<file path="src/verilog/uhpc_pkg.sv">
package uhpc_pkg;
   localparam int NPORTS = 4;
   localparam int CLK_HZ = 20_000_000;
   localparam int MS_CYCLES = CLK_HZ / 1000;
   localparam logic [3:0] OC_WIN_DEFAULT_MS = 4'h8;
   localparam int OC_CNT_W = 19;
   localparam int PRESENT_CYCLES = 2;

   // APB register byte offsets
   localparam logic [7:0] ADDR_CTRL = 8'h00;
   localparam logic [7:0] ADDR_CFG = 8'h04;
   localparam logic [7:0] ADDR_PORT_CMD = 8'h08;
   localparam logic [7:0] ADDR_STATUS = 8'h0C;
   localparam logic [7:0] ADDR_PORT_STAT = 8'h10;
   localparam logic [7:0] ADDR_CHANGE = 8'h14;

   // Port command codes, written to PORT_CMD[2:0] with port in [5:4]
   localparam logic [2:0] CMD_SET_POWER = 3'h1;
   localparam logic [2:0] CMD_CLR_POWER = 3'h2;
   localparam logic [2:0] CMD_SET_RESET = 3'h3;
   localparam logic [2:0] CMD_CLR_ENABLE = 3'h4;
   localparam logic [2:0] CMD_SET_SUSPEND = 3'h5;
   localparam logic [2:0] CMD_CLR_SUSPEND = 3'h6;

   // CFG field positions
   localparam int CFG_PORTS_LSB = 0;
   localparam int CFG_REMOV_LSB = 4;
   localparam int CFG_PWR_POL = 8;
   localparam int CFG_OC_POL = 9;
   localparam int CFG_GANGED = 10;
   localparam int CFG_OC_EN_LSB = 12;
   localparam int CFG_OC_DIS_LSB = 16;
   localparam int CFG_LED_MAN = 20;
   localparam logic [31:0] CFG_RESET = 32'h0008_880F;

   // CTRL bits
   localparam int CTRL_LOAD_DONE = 0;
   localparam int CTRL_CONFIGURED = 1;
   localparam int CTRL_HUB_SUSP = 2;
   localparam int CTRL_LED_OVR_LSB = 4;

   localparam int PORT_RESET_CYCLES = 10 * MS_CYCLES;

   typedef enum logic [4:0] {
      UP_LOAD = 5'b00001,
      UP_WAIT_VBUS = 5'b00010,
      UP_ATTACHED = 5'b00100,
      UP_CHIRP = 5'b01000,
      UP_RUN = 5'b10000
   } uhpc_up_t;
endpackage

</file>
<file path="src/verilog/uhpc_top.sv">
`timescale 1ns/100ps
module uhpc_top (
   input wire logic REF_CLK, // 20 MHz clock
   input wire logic NRST, // Synchronous reset, active low
   input wire logic [7:0] PADDR, // APB address
   input wire logic PSEL, // APB select
   input wire logic PENABLE, // APB enable
   input wire logic PWRITE, // APB direction
   input wire logic [31:0] PWDATA, // APB write data
   output logic [31:0] PRDATA, // APB read data
   output logic PREADY, // APB ready
   output logic PSLVERR, // APB error
   input wire logic CFG_LOAD_DONE, // Serial config load finished, same clock
   input wire logic UPSTREAM_BUS_POWER_SENSE, // Upstream VBUS pin
   input wire logic UP_BUS_RESET, // Upstream bus reset seen, same clock
   input wire logic UP_CHIRP_ANSWER, // Upstream chirp sequence seen, same clock
   output logic UP_PULLUP_EN, // D+ pull-up enable
   output logic UP_CHIRP_TX, // Chirp sent during reset
   output logic UP_HIGH_SPEED, // Hub runs high speed
   output logic UP_WAKE_FWD, // Remote wakeup forwarded upstream
   output logic UP_TX_BLOCK, // Blocks downstream babble/disconnect upstream
   input wire logic [3:0] DN_CONNECT, // Port device present pins
   input wire logic [3:0] DN_HS_DEV, // Port device is high speed
   input wire logic [3:0] DN_NONIDLE, // Port line not idle pins
   input wire logic [3:0] DN_WAKE, // Port remote wakeup pins
   input wire logic EOF2_PAST, // Past EOF2 point, same clock
   input wire logic PKT_BOUNDARY, // Repeater at packet boundary, same clock
   output logic [3:0] DN_SE0_DRIVE, // Drive both data lines low
   output logic [3:0] DN_PORT_RESET, // Port reset signalling
   output logic [3:0] DN_ROUTE_TT, // Route port through translator
   output logic [3:0] DN_ROUTE_RPT, // Route port through repeater
   output logic [3:0] PORT_POWER_ENABLE_N, // Power switch enables, polarity per config
   input wire logic [3:0] PORT_OVERCURRENT_SENSE_N, // Overcurrent pins
   output logic [3:0] LED_GREEN, // Green indicators
   output logic [3:0] LED_AMBER, // Amber indicators
   output logic HUB_CHANGE_EP1 // Status change pending on endpoint 1
);
   ////////////////////////////////////////////////////////////////////////
   typedef struct packed {
      logic [31:0] cfg;
      logic configured;
      logic hub_susp;
      logic [3:0] led_ovr;
      uhpc_pkg::uhpc_up_t up;
      logic hs;
      logic [3:0] power;
      logic [3:0] enabled;
      logic [3:0] suspended;
      logic [3:0] oc_flag;
      logic [3:0] change;
      logic [3:0] conn_q;
      logic [3:0] resetting;
      logic [3:0] route_tt;
      logic [3:0] route_rpt;
      logic wake_fwd;
      logic [31:0] prdata;
      logic [1:0] vbus_s;
      logic [7:0] oc_s;
      logic [7:0] conn_s;
      logic [7:0] idle_s;
      logic [7:0] wake_s;
      logic [17:0] rst_cnt;
      logic [4*uhpc_pkg::OC_CNT_W-1:0] oc_cnt;
   } uhpc_state_t;

   uhpc_state_t st_reg;
   uhpc_state_t st_next;
   logic [3:0] oc_active;
   logic [3:0] oc_done;
   logic [3:0] usable;
   logic [3:0] ports_cfg;

   assign ports_cfg = st_reg.cfg[uhpc_pkg::CFG_PORTS_LSB +: 4];
   assign usable = ports_cfg;

   ////////////////////////////////////////////////////////////////////////
   // Overcurrent filters, one per port
   genvar gi;
   generate
      for (gi = 0; gi < uhpc_pkg::NPORTS; gi = gi + 1) begin : g_oc
         logic [3:0] win_ms;
         logic [uhpc_pkg::OC_CNT_W-1:0] win_cyc;
         // Sense polarity from config; second sync stage only.
         assign oc_active[gi] = st_reg.oc_s[4 + gi] ^ ~st_reg.cfg[uhpc_pkg::CFG_OC_POL];
         assign win_ms = st_reg.enabled[gi] ? st_reg.cfg[uhpc_pkg::CFG_OC_EN_LSB +: 4]
                                            : st_reg.cfg[uhpc_pkg::CFG_OC_DIS_LSB +: 4];
         assign win_cyc = uhpc_pkg::OC_CNT_W'(win_ms * uhpc_pkg::MS_CYCLES);
         assign oc_done[gi] = oc_active[gi] &&
            (st_reg.oc_cnt[gi*uhpc_pkg::OC_CNT_W +: uhpc_pkg::OC_CNT_W] >= win_cyc);
      end
   endgenerate

   ////////////////////////////////////////////////////////////////////////
   always_comb begin
      logic apb_wr;
      logic apb_rd;
      logic [1:0] cp;
      logic [2:0] cmd;
      logic [3:0] conn;
      logic [3:0] nonidle;
      logic [3:0] wake;
      logic [3:0] hit;
      apb_wr = 1'b0;
      apb_rd = 1'b0;
      cp = 2'h0;
      cmd = 3'h0;
      conn = 4'h0;
      nonidle = 4'h0;
      wake = 4'h0;
      hit = 4'h0;
      st_next = st_reg;
      apb_wr = PSEL && PENABLE && PWRITE;
      apb_rd = PSEL && !PENABLE && !PWRITE;
      st_next.vbus_s = {st_reg.vbus_s[0], UPSTREAM_BUS_POWER_SENSE};
      st_next.oc_s = {st_reg.oc_s[3:0], PORT_OVERCURRENT_SENSE_N};
      st_next.conn_s = {st_reg.conn_s[3:0], DN_CONNECT};
      st_next.idle_s = {st_reg.idle_s[3:0], DN_NONIDLE};
      st_next.wake_s = {st_reg.wake_s[3:0], DN_WAKE};
      conn = st_reg.conn_s[7:4] & usable;
      nonidle = st_reg.idle_s[7:4];
      wake = st_reg.wake_s[7:4];
      st_next.wake_fwd = 1'b0;

      // Upstream attach and speed
      case (st_reg.up)
         uhpc_pkg::UP_LOAD: begin
            if (CFG_LOAD_DONE) begin
               st_next.up = uhpc_pkg::UP_WAIT_VBUS;
            end
         end
         uhpc_pkg::UP_WAIT_VBUS: begin
            if (st_reg.vbus_s[1]) begin
               st_next.up = uhpc_pkg::UP_ATTACHED;
            end
         end
         uhpc_pkg::UP_ATTACHED, uhpc_pkg::UP_RUN: begin
            if (!st_reg.vbus_s[1]) begin
               st_next.up = uhpc_pkg::UP_WAIT_VBUS;
               st_next.hs = 1'b0;
            end else if (UP_BUS_RESET) begin
               st_next.up = uhpc_pkg::UP_CHIRP;
               st_next.hs = 1'b0;
            end
         end
         uhpc_pkg::UP_CHIRP: begin
            if (UP_CHIRP_ANSWER) begin
               st_next.hs = 1'b1;
            end
            if (!UP_BUS_RESET) begin
               st_next.up = uhpc_pkg::UP_RUN; // Full speed stays if unanswered
            end
         end
         default: begin
            st_next.up = uhpc_pkg::UP_LOAD;
         end
      endcase
      if (st_reg.up == uhpc_pkg::UP_CHIRP || st_reg.up == uhpc_pkg::UP_WAIT_VBUS) begin
         st_next.configured = 1'b0;
         st_next.hub_susp = 1'b0;
      end

      // Per-port state
      for (int i = 0; i < uhpc_pkg::NPORTS; i++) begin
         if (oc_active[i] && !oc_done[i]) begin
            st_next.oc_cnt[i*uhpc_pkg::OC_CNT_W +: uhpc_pkg::OC_CNT_W] =
               st_reg.oc_cnt[i*uhpc_pkg::OC_CNT_W +: uhpc_pkg::OC_CNT_W] + 1'b1;
         end else if (!oc_active[i]) begin
            st_next.oc_cnt[i*uhpc_pkg::OC_CNT_W +: uhpc_pkg::OC_CNT_W] = '0;
         end
         st_next.conn_q[i] = conn[i];
         if (st_reg.power[i] && conn[i] != st_reg.conn_q[i]) begin
            st_next.change[i] = 1'b1;
            if (!conn[i]) begin
               st_next.enabled[i] = 1'b0;
               st_next.suspended[i] = 1'b0;
            end
         end
         if (st_reg.enabled[i] && EOF2_PAST && nonidle[i] && !st_reg.suspended[i]) begin
            st_next.enabled[i] = 1'b0;
            st_next.change[i] = 1'b1;
         end
         if (st_reg.suspended[i] && wake[i]) begin
            st_next.suspended[i] = 1'b0;
            if (st_reg.hub_susp) begin
               st_next.wake_fwd = 1'b1;
            end else begin
               st_next.change[i] = 1'b1;
            end
         end
         if (oc_done[i] && st_reg.power[i]) begin
            st_next.oc_flag[i] = 1'b1;
            st_next.change[i] = 1'b1;
            st_next.power[i] = 1'b0;
            st_next.enabled[i] = 1'b0;
         end
         if (st_reg.resetting[i] && st_reg.rst_cnt == 18'h00000) begin
            st_next.resetting[i] = 1'b0;
            st_next.enabled[i] = 1'b1;
            st_next.change[i] = 1'b1;
         end
         // Route switches only between packets.
         if (PKT_BOUNDARY) begin
            // Path follows the attached device's speed, ready before the port is enabled
            st_next.route_tt[i] = conn[i] && st_reg.hs && !DN_HS_DEV[i];
            st_next.route_rpt[i] = conn[i] && !(st_reg.hs && !DN_HS_DEV[i]);
         end
      end
      if (|st_reg.resetting) begin
         st_next.rst_cnt = st_reg.rst_cnt - 18'h00001;
      end

      // Host port commands
      cp = PWDATA[5:4];
      cmd = PWDATA[2:0];
      hit = 4'h0;
      if (apb_wr && PADDR == uhpc_pkg::ADDR_PORT_CMD && st_reg.configured && usable[cp]) begin
         hit = st_reg.cfg[uhpc_pkg::CFG_GANGED] ? usable : (4'h1 << cp);
         case (cmd)
            uhpc_pkg::CMD_SET_POWER: st_next.power = st_next.power | hit;
            uhpc_pkg::CMD_CLR_POWER: begin
               st_next.power = st_next.power & ~hit;
               st_next.enabled = st_next.enabled & ~hit;
            end
            uhpc_pkg::CMD_SET_RESET: begin
               if (conn[cp] && st_reg.power[cp] && !(|st_reg.resetting)) begin
                  st_next.resetting[cp] = 1'b1;
                  st_next.rst_cnt = 18'(uhpc_pkg::PORT_RESET_CYCLES);
               end
            end
            uhpc_pkg::CMD_CLR_ENABLE: st_next.enabled[cp] = 1'b0;
            uhpc_pkg::CMD_SET_SUSPEND: st_next.suspended[cp] = st_reg.enabled[cp];
            uhpc_pkg::CMD_CLR_SUSPEND: st_next.suspended[cp] = 1'b0;
            default: st_next.power = st_next.power;
         endcase
      end
      if (apb_wr && PADDR == uhpc_pkg::ADDR_CTRL) begin
         st_next.configured = PWDATA[uhpc_pkg::CTRL_CONFIGURED] && st_reg.up == uhpc_pkg::UP_RUN;
         st_next.hub_susp = PWDATA[uhpc_pkg::CTRL_HUB_SUSP];
         st_next.led_ovr = PWDATA[uhpc_pkg::CTRL_LED_OVR_LSB +: 4];
      end
      // Config is only writable while loading, the load path owns it
      if (apb_wr && PADDR == uhpc_pkg::ADDR_CFG && st_reg.up == uhpc_pkg::UP_LOAD) begin
         st_next.cfg = PWDATA;
      end
      // Write-one-to-clear; a same-cycle event wins only on a bit that was not already set
      if (apb_wr && PADDR == uhpc_pkg::ADDR_CHANGE) begin
         st_next.change = st_next.change & ~(PWDATA[3:0] & ~(st_next.change & ~st_reg.change));
         st_next.oc_flag = st_next.oc_flag & ~(PWDATA[7:4] & ~(st_next.oc_flag & ~st_reg.oc_flag));
      end
      if (!st_next.configured) begin
         st_next.power = 4'h0;
         st_next.enabled = 4'h0;
         st_next.suspended = 4'h0;
         st_next.resetting = 4'h0;
      end

      if (apb_rd) begin
         case (PADDR)
            uhpc_pkg::ADDR_CTRL: st_next.prdata = {24'h0, st_reg.led_ovr, 1'b0, st_reg.hub_susp,
               st_reg.configured, st_reg.up != uhpc_pkg::UP_LOAD};
            uhpc_pkg::ADDR_CFG: st_next.prdata = st_reg.cfg;
            uhpc_pkg::ADDR_STATUS: st_next.prdata = {26'h0, st_reg.up, st_reg.hs};
            uhpc_pkg::ADDR_PORT_STAT: st_next.prdata = {12'h0, st_reg.resetting, st_reg.oc_flag,
               st_reg.suspended, st_reg.enabled, st_reg.power};
            uhpc_pkg::ADDR_CHANGE: st_next.prdata = {24'h0, st_reg.oc_flag, st_reg.change};
            default: st_next.prdata = 32'h0000_0000;
         endcase
      end
   end

   always_ff @(posedge REF_CLK) begin
      if (!NRST) begin
         st_reg <= '0;
         st_reg.cfg <= uhpc_pkg::CFG_RESET;
         st_reg.up <= uhpc_pkg::UP_LOAD;
      end else begin
         st_reg <= st_next;
      end
   end

   ////////////////////////////////////////////////////////////////////////
   logic unmapped;
   assign unmapped = PADDR > uhpc_pkg::ADDR_CHANGE || PADDR[1:0] != 2'h0;
   assign PREADY = 1'b1;
   assign PSLVERR = PSEL && PENABLE && unmapped;
   assign PRDATA = st_reg.prdata;

   assign UP_PULLUP_EN = (st_reg.up != uhpc_pkg::UP_LOAD) && (st_reg.up != uhpc_pkg::UP_WAIT_VBUS)
      && !st_reg.hs;
   assign UP_CHIRP_TX = st_reg.up == uhpc_pkg::UP_CHIRP;
   assign UP_HIGH_SPEED = st_reg.hs;
   assign UP_WAKE_FWD = st_reg.wake_fwd;
   // Downstream babble and disconnects never reach upstream while connectivity runs; remote wakeup still goes out on UP_WAKE_FWD.
   assign UP_TX_BLOCK = st_reg.up == uhpc_pkg::UP_RUN;
   assign HUB_CHANGE_EP1 = |{st_reg.change, st_reg.oc_flag};
   assign DN_SE0_DRIVE = st_reg.configured ? 4'h0 : 4'hF;
   assign DN_PORT_RESET = st_reg.resetting;
   assign DN_ROUTE_TT = st_reg.route_tt;
   assign DN_ROUTE_RPT = st_reg.route_rpt;
   assign PORT_POWER_ENABLE_N = st_reg.power ^ {4{~st_reg.cfg[uhpc_pkg::CFG_PWR_POL]}};
   // Automatic mode never blinks; host override masks green only.
   assign LED_GREEN = st_reg.cfg[uhpc_pkg::CFG_LED_MAN] ? st_reg.led_ovr
      : (st_reg.enabled & ~st_reg.led_ovr);
   assign LED_AMBER = st_reg.cfg[uhpc_pkg::CFG_LED_MAN] ? 4'h0 : st_reg.oc_flag;
endmodule

</file>
<file path="config.mk">
export PLATFORM = sky130hd
export DESIGN_NAME = uhpc_top
export DESIGN_NICKNAME = d
export VERILOG_FILES = /design/src/verilog/uhpc_pkg.sv /design/src/verilog/uhpc_top.sv
export SDC_FILE = /design/constraint.sdc
export NUM_CORES = 1
export LEC_CHECK = 0
export ABC_AREA = 1
export BUFFER_PORTS_ARGS = -buffer_cell sky130_fd_sc_hd__buf_2
export CAP_MARGIN = 20
export CORE_MARGIN = 5
export CORE_UTILIZATION = 30
export CTS_BUF_LIST = sky130_fd_sc_hd__clkbuf_4
export DETAILED_ROUTE_END_ITERATION = 8
export SYNTH_ARGS = -nofsm -noshare
export SYNTH_HDL_FRONTEND = slang
export SYNTH_SLANG_ARGS = --single-unit
</file>
<file path="constraint.sdc">
create_clock -name REF_CLK -period 3.9 [get_ports REF_CLK]
set_clock_uncertainty 0.05 [all_clocks]
set_input_delay 0.195 -clock REF_CLK [delete_from_list [all_inputs] [get_ports REF_CLK]]
set_output_delay 0.195 -clock REF_CLK [all_outputs]
set_load 0.005 [all_outputs]
</file>
Yosys cells after proc, flatten, opt, wreduce, memory -nomap -nowiden
Index checks and enable logic that the tools add are counted.
Operators by class
  order comparisons: 7
  reduce and logical (&&, ||, !) cells: 103
  divide/modulo/power cells: 0
  add/subtract/negate cells: 5
  bitwise logic cells: 30
  shift operators: 1
  equal/unequal tests: 31
  multiplexer cells: 126
  $mul: 4
Operator list (number)
  32-bit case mux with 5 select lines: 1
  19-bit two-way mux: 8
  1-bit two-way mux: 82
  19-bit by 1-bit adder with 19-bit output, second input constant: 4
  19-bit greater-or-equal comparator: 4
  18-bit two-way mux: 4
  1-bit logical AND: 70
  4-bit by 10-bit multiplier with 14-bit output, second input constant: 4
  4-bit bitwise AND: 12
  4-bit two-way mux: 11
  4-bit inverter: 9
  4-bit case mux with 2 select lines: 3
  1-bit logical NOT: 20
  5-bit case mux with 4 select lines: 1
  18-bit logical NOT: 1
  6-bit two-way mux: 3
  18-bit by 1-bit subtractor with 18-bit output, second input constant: 1
  8-bit by 4-bit == test with 1-bit output, second input constant: 2
  8-bit by 5-bit == test with 1-bit output, second input constant: 2
  5-bit two-way mux: 3
  12-bit two-way mux: 1
  3-bit == test, second input constant: 3
  1-bit binary-select mux with 2-bit select: 4
  8-bit by 3-bit == test with 1-bit output, second input constant: 1
  other kinds (35): 53
Storage, ports and cells
  bits in writable memories: 0
  memory bits (read-only): 0
  output and inout bits: 68
  word-level logic and storage cells: 334
  flip-flop bits (word level): 241
  memories: 0
  latch bits: 0

Logic depth before layout (Yosys ltp)
Gate-level depths: netlist (run 1).
  depth in word-level cells: 15
  depth in mapped cells: 26

Least setup slack after synthesis (run 1)
No wires, ideal clock.
  path type: flip-flop to flip-flop
  from: reg st_reg[192] (netlist name)
  to: reg st_reg[192] (netlist name)
  cell stages (with the launch flop): 24
  slack: -407 ps
  data required time: 3734 ps
  data arrival time: 4141 ps
  buffers on the path: 2
  library setup time: 116 ps
  path through: dfxtp_1 clkbuf_1 nand2_1 o21ai_0 inv_1 fa_1 ha_1 inv_1 fa_1 o21ai_0 nand2_1 a21oi_1 xor2_1 ha_1 nand2_1 nor2_1 nand3_1 inv_1 nand2_1 nand3_1 buf_4 nand3_1 nand2_1 a21oi_1
Between the ends
  cells in the longest elaborated chain, start to end: 10
RTL lines
  start, declared: RTL line uhpc_top.sv:66  | uhpc_state_t st_reg;
  start signal, assigned: RTL line uhpc_top.sv:277  | st_reg <= st_next;
  4-bit two-way mux: RTL line uhpc_top.sv:85  | assign win_ms = st_reg.enabled[gi] ? st_reg.cfg[uhpc_pkg::CFG_OC_EN_LSB +: 4]
  4-bit by 10-bit multiplier with 14-bit output: RTL line uhpc_top.sv:87  | assign win_cyc = uhpc_pkg::OC_CNT_W'(win_ms * uhpc_pkg::MS_CYCLES);
  19-bit greater-or-equal comparator: RTL line uhpc_top.sv:89  | (st_reg.oc_cnt[gi*uhpc_pkg::OC_CNT_W +: uhpc_pkg::OC_CNT_W] >= win_cyc);
  1-bit logical AND: RTL line uhpc_top.sv:88  | assign oc_done[gi] = oc_active[gi] &&
  1-bit logical AND: RTL line uhpc_top.sv:190  | if (oc_done[i] && st_reg.power[i]) begin
  1-bit two-way mux *: RTL line uhpc_top.sv:190
  1-bit two-way mux *: RTL line uhpc_top.sv:196  | if (st_reg.resetting[i] && st_reg.rst_cnt == 18'h00000) begin
  4-bit bitwise AND, on equally long branches
  4-bit case mux with 2 select lines: RTL line uhpc_top.sv:218  | case (cmd)
  12-bit two-way mux *: RTL line uhpc_top.sv:216  | if (apb_wr && PADDR == uhpc_pkg::ADDR_PORT_CMD && st_reg.configured && usable[cp]) begin
Every way passes the cells marked *; elsewhere a longest branch is shown, timed or not.
A chain may end at the register's enable or synchronous reset.

Final worst setup path (run 1)
  from: reg st_reg[227] (netlist name)
  to: reg st_reg[58] (netlist name)
Between the ends
  cells in the longest elaborated chain, start to end: 7
RTL lines
  4-bit two-way mux *: RTL line uhpc_top.sv:85
  4-bit by 10-bit multiplier with 14-bit output *: RTL line uhpc_top.sv:87
  19-bit greater-or-equal comparator *: RTL line uhpc_top.sv:89
  1-bit logical AND *: RTL line uhpc_top.sv:88
  1-bit logical NOT *: RTL line uhpc_top.sv:164  | if (oc_active[i] && !oc_done[i]) begin
  1-bit logical AND *: RTL line uhpc_top.sv:164
  2-bit by 1-bit inequality test with 1-bit output (no line) or 19-bit two-way mux (tied branches)
Marked as above.

==> metrics.yaml, run 1 <==
worst_setup_path:
  crit_path_start_kind: "flip-flop"
  cp.arrival_ns: 4.60
  crit_type: "flip-flop to flip-flop"
  cp-end-kind: "flip-flop"
  required_ns: 4.53
  cp_max_fo: 8
detailed_routing:
  drt-wirelength-per-cell_um: 15.2
  drc: 0
  drt-vias-per-instance: 4.77
  vias: 16000
  antenna_left: 0
  wl_mm: 50.9
  first_pass_iters: 7
  drtIter0Drc: 1137
timing:
  maxSlewViolCount: 0
  max_freq_ghz: 0.252
  hold_ws_ns: 0.0847
  fin_ws_ns: -0.0685
  worstMarginPinSlew_ns: 1.04
  finalCritPeriodShare_pct: 102
  setup_tns_ns: -0.304
  rsz0062_at_grt: "yes"
  hold_viol: 0
  finalCriticalPeriod_ns: 3.97
  slew-limit-headroom_pct: 30.3
  setup_viol: 11
logic_synthesis:
  async_flop_share_pct: 0
  yosysUniqueCellTypes: 41
  ys.flop_type: "dfxtp_1"
  synth.avg_cell_area_um2: 6.63
  synth_seq_cells: 241
  syn-cell-area_um2: 15200
  yosysWarnings: 0
  synthesis.instances: 2295
  seq_area_frac_synth_pct: 31.7
  synth-edff-count: 0
  syn_nets: 2495
global_routing:
  grtUsageTotal_pct: 17.6
  grt_pass1_vias: 15500
  antenna_found_initial: 4
  grt_max_degree: 51
  grt_pass1_wl_mm: 80.5
  overflow: 0
clock_network:
  cts-buffers-inserted: 71
  cts_buffer_depth: 3
  worst_skew_pair.late_latency_ns: 0.80
  clk_pin_slew_ns: 0.06
  clock-sinks: 241
  cts-htree-levels: 3
  clockRootBuffer: "clkbuf_4"
  cts_tree: "yes"
worst_hold_path:
  hold_path_class: "input pin to flip-flop"
die:
  dieArea_um2: 55300
  die_h_um: 235
  initial_utilization_pct: 30.3
  fp.dieW_um: 235
  rows: 82
  coreArea_um2: 50200
  num_io_pins: 139
finish:
  layout.nets: 2829
  final_util_pct: 39.8
  synthToLayoutAreaGrowth_pct: 31.1
  fillers: 5145
  largest_reg_flops: 174
  drive_above_1_share_pct: 19.4
place:
  io_buffers: 137
  hpwl_mm: 37.0
  pre_cts_slack_ns: -0.309
  gp_congestion: 0.976
status:
  status: "finished, violations left"
  violations: "negative setup slack"
power_and_ir_drop:
  powerDensity_nw_per_um2: 280
  p_leak_uw: 0.00897
  ir_worst_vdd_uv: 231
job:
  cap_violations: 0
stage by stage:
stage,power (µW),instance area (µm²),instances
floorplan,2860,15300,2295
global placement,3020,16800,3077
detailed placement,3030,16800,3077
CTS,5640,19300,3340
global route,5870,19900,3356
finish,5590,20000,3357
logic make-up (layout without fill, tap and decap cells):
logic type | count (synthesis) | in the layout | share of synthesized area (%)
DFF | 241 | 241 | 31.7
AOI/OAI and AO/OA | 326 | 326 | 11.3
and+or+nand+nor | 1095 | 1095 | 30.1
adders and majority gates | 129 | 129 | 11.2
xor gates and xnor gates | 55 | 55 | 3.16
other | 1 | 5 | 0.0246
buffers and inverters | 448 | 834 | 12.6
area by class of cell:
class	instances	area, µm²	share of cell area (%)
clock inverters	32	220	1.10
clock buffers	93	698	3.50
flip-flops and latches	241	4850	24.3
repair buffers	371	2880	14.4
inverters	338	1280	6.44
diodes	4	10.0	0.0502
multi-input cells	1606	9170	46.0
well taps	672	841	4.21
power breakdown:
part	switching [µW]	leakage, µW	internal, µW	total [µW]
sequential	39.2	0.00196	2510	2550
combinational	321	0.00648	213	534
clock	1190	0.000534	1330	2510
synthesized netlist by cell type (2+ instances only):
cell / n / area, µm²
ha_1: 117 / 1460
nor3_1: 36 / 180
clkinv_1: 3 / 11.3
nand2_2: 5 / 31.3
nand3b_1: 3 / 22.5
xnor2_1: 10 / 87.6
o211ai_1: 6 / 45.0
nor3_2: 3 / 30.0
o22ai_1: 8 / 50.1
inv_1: 332 / 1250
o21bai_1: 2 / 15.0
dfxtp_1: 241 / 4820
buf_6: 2 / 22.5
fa_1: 12 / 240
o31ai_1: 8 / 60.1
a21oi_1: 177 / 886
nor2_2: 9 / 56.3
inv_2: 3 / 11.3
nand3_1: 169 / 846
o21a_1: 4 / 30.0
nor2_1: 247 / 927
o21ai_0: 113 / 566
nor3b_1: 2 / 15.0
nand3_2: 2 / 20.0
a211oi_1: 5 / 37.5
nand4_1: 27 / 169
buf_4: 52 / 390
clkbuf_1: 41 / 154
nor4_1: 8 / 50.1
xor2_1: 45 / 394
buf_2: 15 / 75.1
nand2_1: 570 / 2140
or2_2: 10 / 62.6
final timing paths:
check	startpoint	to	slack, ns	cells after the start
setup / recovery	st_reg[227]$_SDFFE_PN0P_	st_reg[58]$_SDFFE_PN0P_	-0.07	20
setup reg to reg	st_reg[227]$_SDFFE_PN0P_	st_reg[58]$_SDFFE_PN0P_	-0.07	20
hold reg to reg	st_next[127]$_SDFF_PN0_	st_reg[127]$_SDFF_PN0_	0.37	2
hold / removal	NRST	st_reg[218]$_SDFFE_PN0P_	0.08	3
critical path: stages, from the launching register on:
cell	delay [ns]
dfxtp_4	0.38
o21ai_4	0.16
inv_2	0.07
fa_1	0.52
ha_4	0.30
inv_2	0.04
fa_2	0.39
buf_4	0.14
buf_4	0.12
buf_4	0.12
xor2_1	0.16
ha_1	0.26
nand2_1	0.07
inv_1	0.05
nand2_1	0.06
nand2_1	0.09
a21oi_4	0.17
nand3_4	0.18
buf_6	0.19
buf_6	0.11
a211oi_2	0.21
what timing repair did:
action                                  4_1_cts  5_1_grt
hold endpoints to repair                    148        0
setup buffers                                 2       13
hold buffers                                134        0
gates cloned                                  2        0
pin swaps                                    17       43
endpoints found under the setup margin       92       92
gates resized for setup                      67      125
routing by layer:
layer,share of wire (%),track usage (%)
met1,43,21.9
met2,47,29.6
met3,6.2,3.99
met4,3.9,7.09
met5,0,0
placed cells by master, fill, tap and decap left out, types with 9 or more instances in the layout:
cell type      Yosys  final
nand2_1          570    550
inv_1            332    316
dfxtp_1          241    233
nor2_1           247    229
nand3_1          169    155
a21oi_1          177    153
buf_2             15    136
dlygate4sd3_1      0    134
ha_1             117    102
clkbuf_4           0     93
buf_4             52     87
o21ai_0          113     84
xor2_1            45     45
nor3_1            36     33
nand4_1           27     27
a21oi_2            0     23
clkinv_1           3     23
nand2_2            5     22
o21ai_2            0     17
inv_2              3     15
nor2_4             1     15
nor2_2             9     13
ha_4               0     13
nand3_2            2     12
or2_2             10     10
xnor2_1           10     10
o21ai_1            0      9
buf_6              2      9
No activity file was read; power rests on OpenSTA's default activity.
==> run 2: changes to the inputs <==
--- a/config.mk
+++ b/config.mk
@@ -5,12 +5,13 @@
 export SDC_FILE = /design/constraint.sdc
 export NUM_CORES = 1
 export LEC_CHECK = 0
-export ABC_AREA = 1
+export ABC_AREA = 0
 export BUFFER_PORTS_ARGS = -buffer_cell sky130_fd_sc_hd__buf_2
 export CAP_MARGIN = 20
 export CORE_MARGIN = 5
 export CORE_UTILIZATION = 30
 export CTS_BUF_LIST = sky130_fd_sc_hd__clkbuf_4
+export CTS_CLUSTER_DIAMETER = 30
 export DETAILED_ROUTE_END_ITERATION = 8
 export SYNTH_ARGS = -nofsm -noshare
 export SYNTH_HDL_FRONTEND = slang
==> metrics.yaml, run 2 <==
clock_network:
  cts_tree: "yes"
  cts-htree-levels: 3  # unchanged
  cts-buffers-inserted: 74  # +4.2%
  cts_buffer_depth: 3  # unchanged
  clock-sinks: 241  # unchanged
  clk_pin_slew_ns: 0.06  # about the same
  worst_skew_pair.late_latency_ns: 0.76  # -0.04 ns
  clockRootBuffer: "clkbuf_4"
logic_synthesis:
  async_flop_share_pct: 0  # unchanged
  synth.avg_cell_area_um2: 8.37  # +26%
  yosysTopAreaCell: "dfxtp_1"
  synth.most_common_cell: "dfxtp_1"
  synth_seq_cells: 241  # unchanged
  ys_top_cells_by_area: "dfxtp_1 35%, ha_1 10%, nand2_1 5.4%"
  yosysUniqueCellTypes: 81  # +98%
  syn_nets: 1871  # -25%
  synth-edff-count: 0  # unchanged
  seq_area_frac_synth_pct: 34.5  # +2.8 points
  syn-cell-area_um2: 14000  # -8.1%
  ys.flop_type: "dfxtp_1"
  yosysTopAreaCellShare_pct: 34.5  # +2.8 points
  synthesis.instances: 1671  # -27%
  yosysWarnings: 0  # unchanged
  netlist_top_cells_count: "241 x dfxtp_1, 201 x nand2_1, 132 x nor2_1"
job:
  cap_violations: 0  # unchanged
global_routing:
  grt_pass1_vias: 13900  # -10%
  overflow: 0  # unchanged
  grt_pass1_wl_mm: 72.3  # -10%
  antenna_found_initial: 2  # -2
  grtUsageTotal_pct: 17.4  # -0.22 points
  grt_max_degree: 39  # -24%
timing:
  fin_ws_ns: -0.718  # -0.650 ns
  hold_viol: 0  # unchanged
  rsz0062_at_grt: "yes"
  worstMarginPinSlew_ns: 0.996  # -0.0475 ns
  max_freq_ghz: 0.217  # -14%
  finalCritPeriodShare_pct: 118  # +17 points
  maxSlewViolCount: 0  # unchanged
  hold_ws_ns: 0.0966  # +0.0119 ns
  slew-limit-headroom_pct: 33.1  # +2.8 points
  finalCriticalPeriod_ns: 4.62  # +0.650 ns
  setup_viol: 92  # +81
detailed_routing:
  drt-wirelength-per-cell_um: 16.9  # +11%
  first_pass_iters: 7  # unchanged
  drt-vias-per-instance: 5.04  # +5.5%
  antenna_left: 0  # unchanged
  vias: 13600  # -15%
  wl_mm: 45.6  # -11%
  drtIter0Drc: 809  # -29%
  drc: 0  # unchanged
die:
  rows: 79  # -3.7%
  coreArea_um2: 46400  # -7.6%
  initial_utilization_pct: 30.2  # -0.18 points
  die_h_um: 226  # -4.0%
  num_io_pins: 139  # unchanged
  dieArea_um2: 51000  # -7.8%
  fp.dieW_um: 226  # -4.0%
power_and_ir_drop:
  p_leak_uw: 0.00787  # -12%
  ir_worst_vdd_uv: 254  # +10%
  powerDensity_nw_per_um2: 277  # -1.2%
worst_setup_path:
  cp-end-kind: "flip-flop"
  worst_r2r_path_depth: 22  # +10%
  crit_path_start_kind: "flip-flop"
  required_ns: 4.47  # -0.06 ns
  crit_type: "flip-flop to flip-flop"
  timing.rr.start: "st_reg[223]$_SDFFE_PN0P_"
  regToRegSetupSlack_ns: -0.72  # -0.65 ns
  cp_max_fo: 6  # -2
  cp.arrival_ns: 5.19  # +0.59 ns
  reg2reg_to: "st_reg[196]$_SDFF_PN0_"
finish:
  layout_commonest_cell: "dfxtp_1"
  final_cells: 2705  # -19%
  fillers: 4550  # -12%
  layout.nets: 2241  # -21%
  synthToLayoutAreaGrowth_pct: 38.0
  layout_common_cells: "231 x dfxtp_1, 194 x nand2_1, 141 x buf_4"
  final_util_pct: 41.6  # +1.8 points
  multiInputGateArea_um2: 9320  # +1.7%
  largest_reg_flops: 174  # unchanged
  seqCellArea_um2: 4860  # +0.26%
  drive_above_1_share_pct: 30.8  # +11 points
worst_hold_path:
  min_to: "PRDATA[6]$_SDFFE_PN0P_"
  hold_depth: 4  # +1
  holdCritStartpoint: "PADDR[3]"
  hold_path_class: "input pin to flip-flop"
place:
  pre_cts_slack_ns: -0.794  # -0.485 ns
  dp_cells: 2442  # -21%
  io_buffers: 137  # unchanged
  hpwl_mm: 32.6  # -12%
  gp_congestion: 0.919  # -5.9%
status:
  violations: "negative setup slack"
  status: "finished, violations left"
-- run 2: final cells by class --
class                           count  area share (%)
Multi-Input combinational cell   1229            48.3
Sequential cell                   241            25.2
Timing Repair Buffer              407            16.2
Tap cell                          607            3.94
Clock buffer                       95            3.70
Inverter                           88            1.74
Clock inverter                     34           0.817
Antenna cell                        4          0.0519
-- run 2: timing repair --
item | in CTS | in global routing
hold buffers | 81 | 0
resized for setup | 118 | 98
endpoints found under the setup margin | 92 | 92
hold endpoints to repair | 103 | 0
gates cloned | 1 | 1
pin swaps | 105 | 94
setup buffers | 38 | 18
-- run 2: logic make-up (layout without fill, tap and decap cells) --
kind of cell               count (synthesis)  in the layout  share of synthesized area, %
and+or+nand+nor                          653            654                          23.6
AOI/OAI and AO/OA                        331            331                          15.3
DFF                                      241            241                          34.5
buffers and inverters                    202            624                          6.77
adders and majority gates                129            129                          12.2
xor gates and xnor gates                  71             71                          4.45
muxes                                     43             43                          3.19
other                                      1              5                        0.0268
-- run 2: worst max-delay path by stage --
stage,start,end
5_1_grt,st_reg[192]$_SDFF_PN0_,st_reg[184]$_SDFF_PN0_
4_1_cts,st_reg[189]$_SDFF_PN0_,st_reg[12]$_SDFFE_PN0P_
3_3_place_gp,st_reg[228]$_SDFFE_PN1P_,st_reg[12]$_SDFFE_PN0P_
3_5_place_dp,st_reg[192]$_SDFF_PN0_,st_reg[70]$_SDFFE_PN0P_
2_1_floorplan,st_reg[191]$_SDFF_PN0_,st_reg[56]$_SDFFE_PN0P_
6_report,st_reg[223]$_SDFFE_PN0P_,st_reg[196]$_SDFF_PN0_
-- run 2: power by group --
group / internal [µW] / total, µW / switching (µW) / leakage [µW]
Combinational: 201 / 464 / 263 / 0.00539
Clock: 1160 / 2330 / 1170 / 0.000522
Sequential: 2500 / 2550 / 46.8 / 0.00196
-- run 2: per-layer routing --
metal | routed length (µm) | track usage, % | vias to the layer above
met4 | 1110 | 5.56 | 0
met1 | 20100 | 22.2 | 6522
met3 | 2390 | 3.64 | 98
met5 | 0 | 0 | -
met2 | 22000 | 29.4 | 351
li1 | - | - | 6649
-- run 2: critical path: stages, from the launching register on --
cell,delay (ns)
dfxtp_4,0.36
buf_6,0.13
mux2i_4,0.19
inv_4,0.07
fa_1,0.50
ha_4,0.32
inv_4,0.03
fa_2,0.39
inv_2,0.07
a21oi_2,0.04
o21bai_1,0.20
a21oi_1,0.11
nor2_1,0.20
xnor2_1,0.13
ha_1,0.33
and4_4,0.26
nand4_1,0.11
o211a_4,0.30
buf_6,0.13
a21boi_4,0.23
buf_6,0.15
o22ai_2,0.06
o21a_1,0.11
-- run 2: through the flow --
stage                     power, µW  area [µm²]  TNS (ns)
final                          5340       19300    -38.98
after global routing           5620       19300    -57.58
after CTS                      5410       18700    -32.59
after detailed placement       2990       16300    -50.13
after global placement         2990       16300    -41.63
after floorplan                2850       14400    -15.36
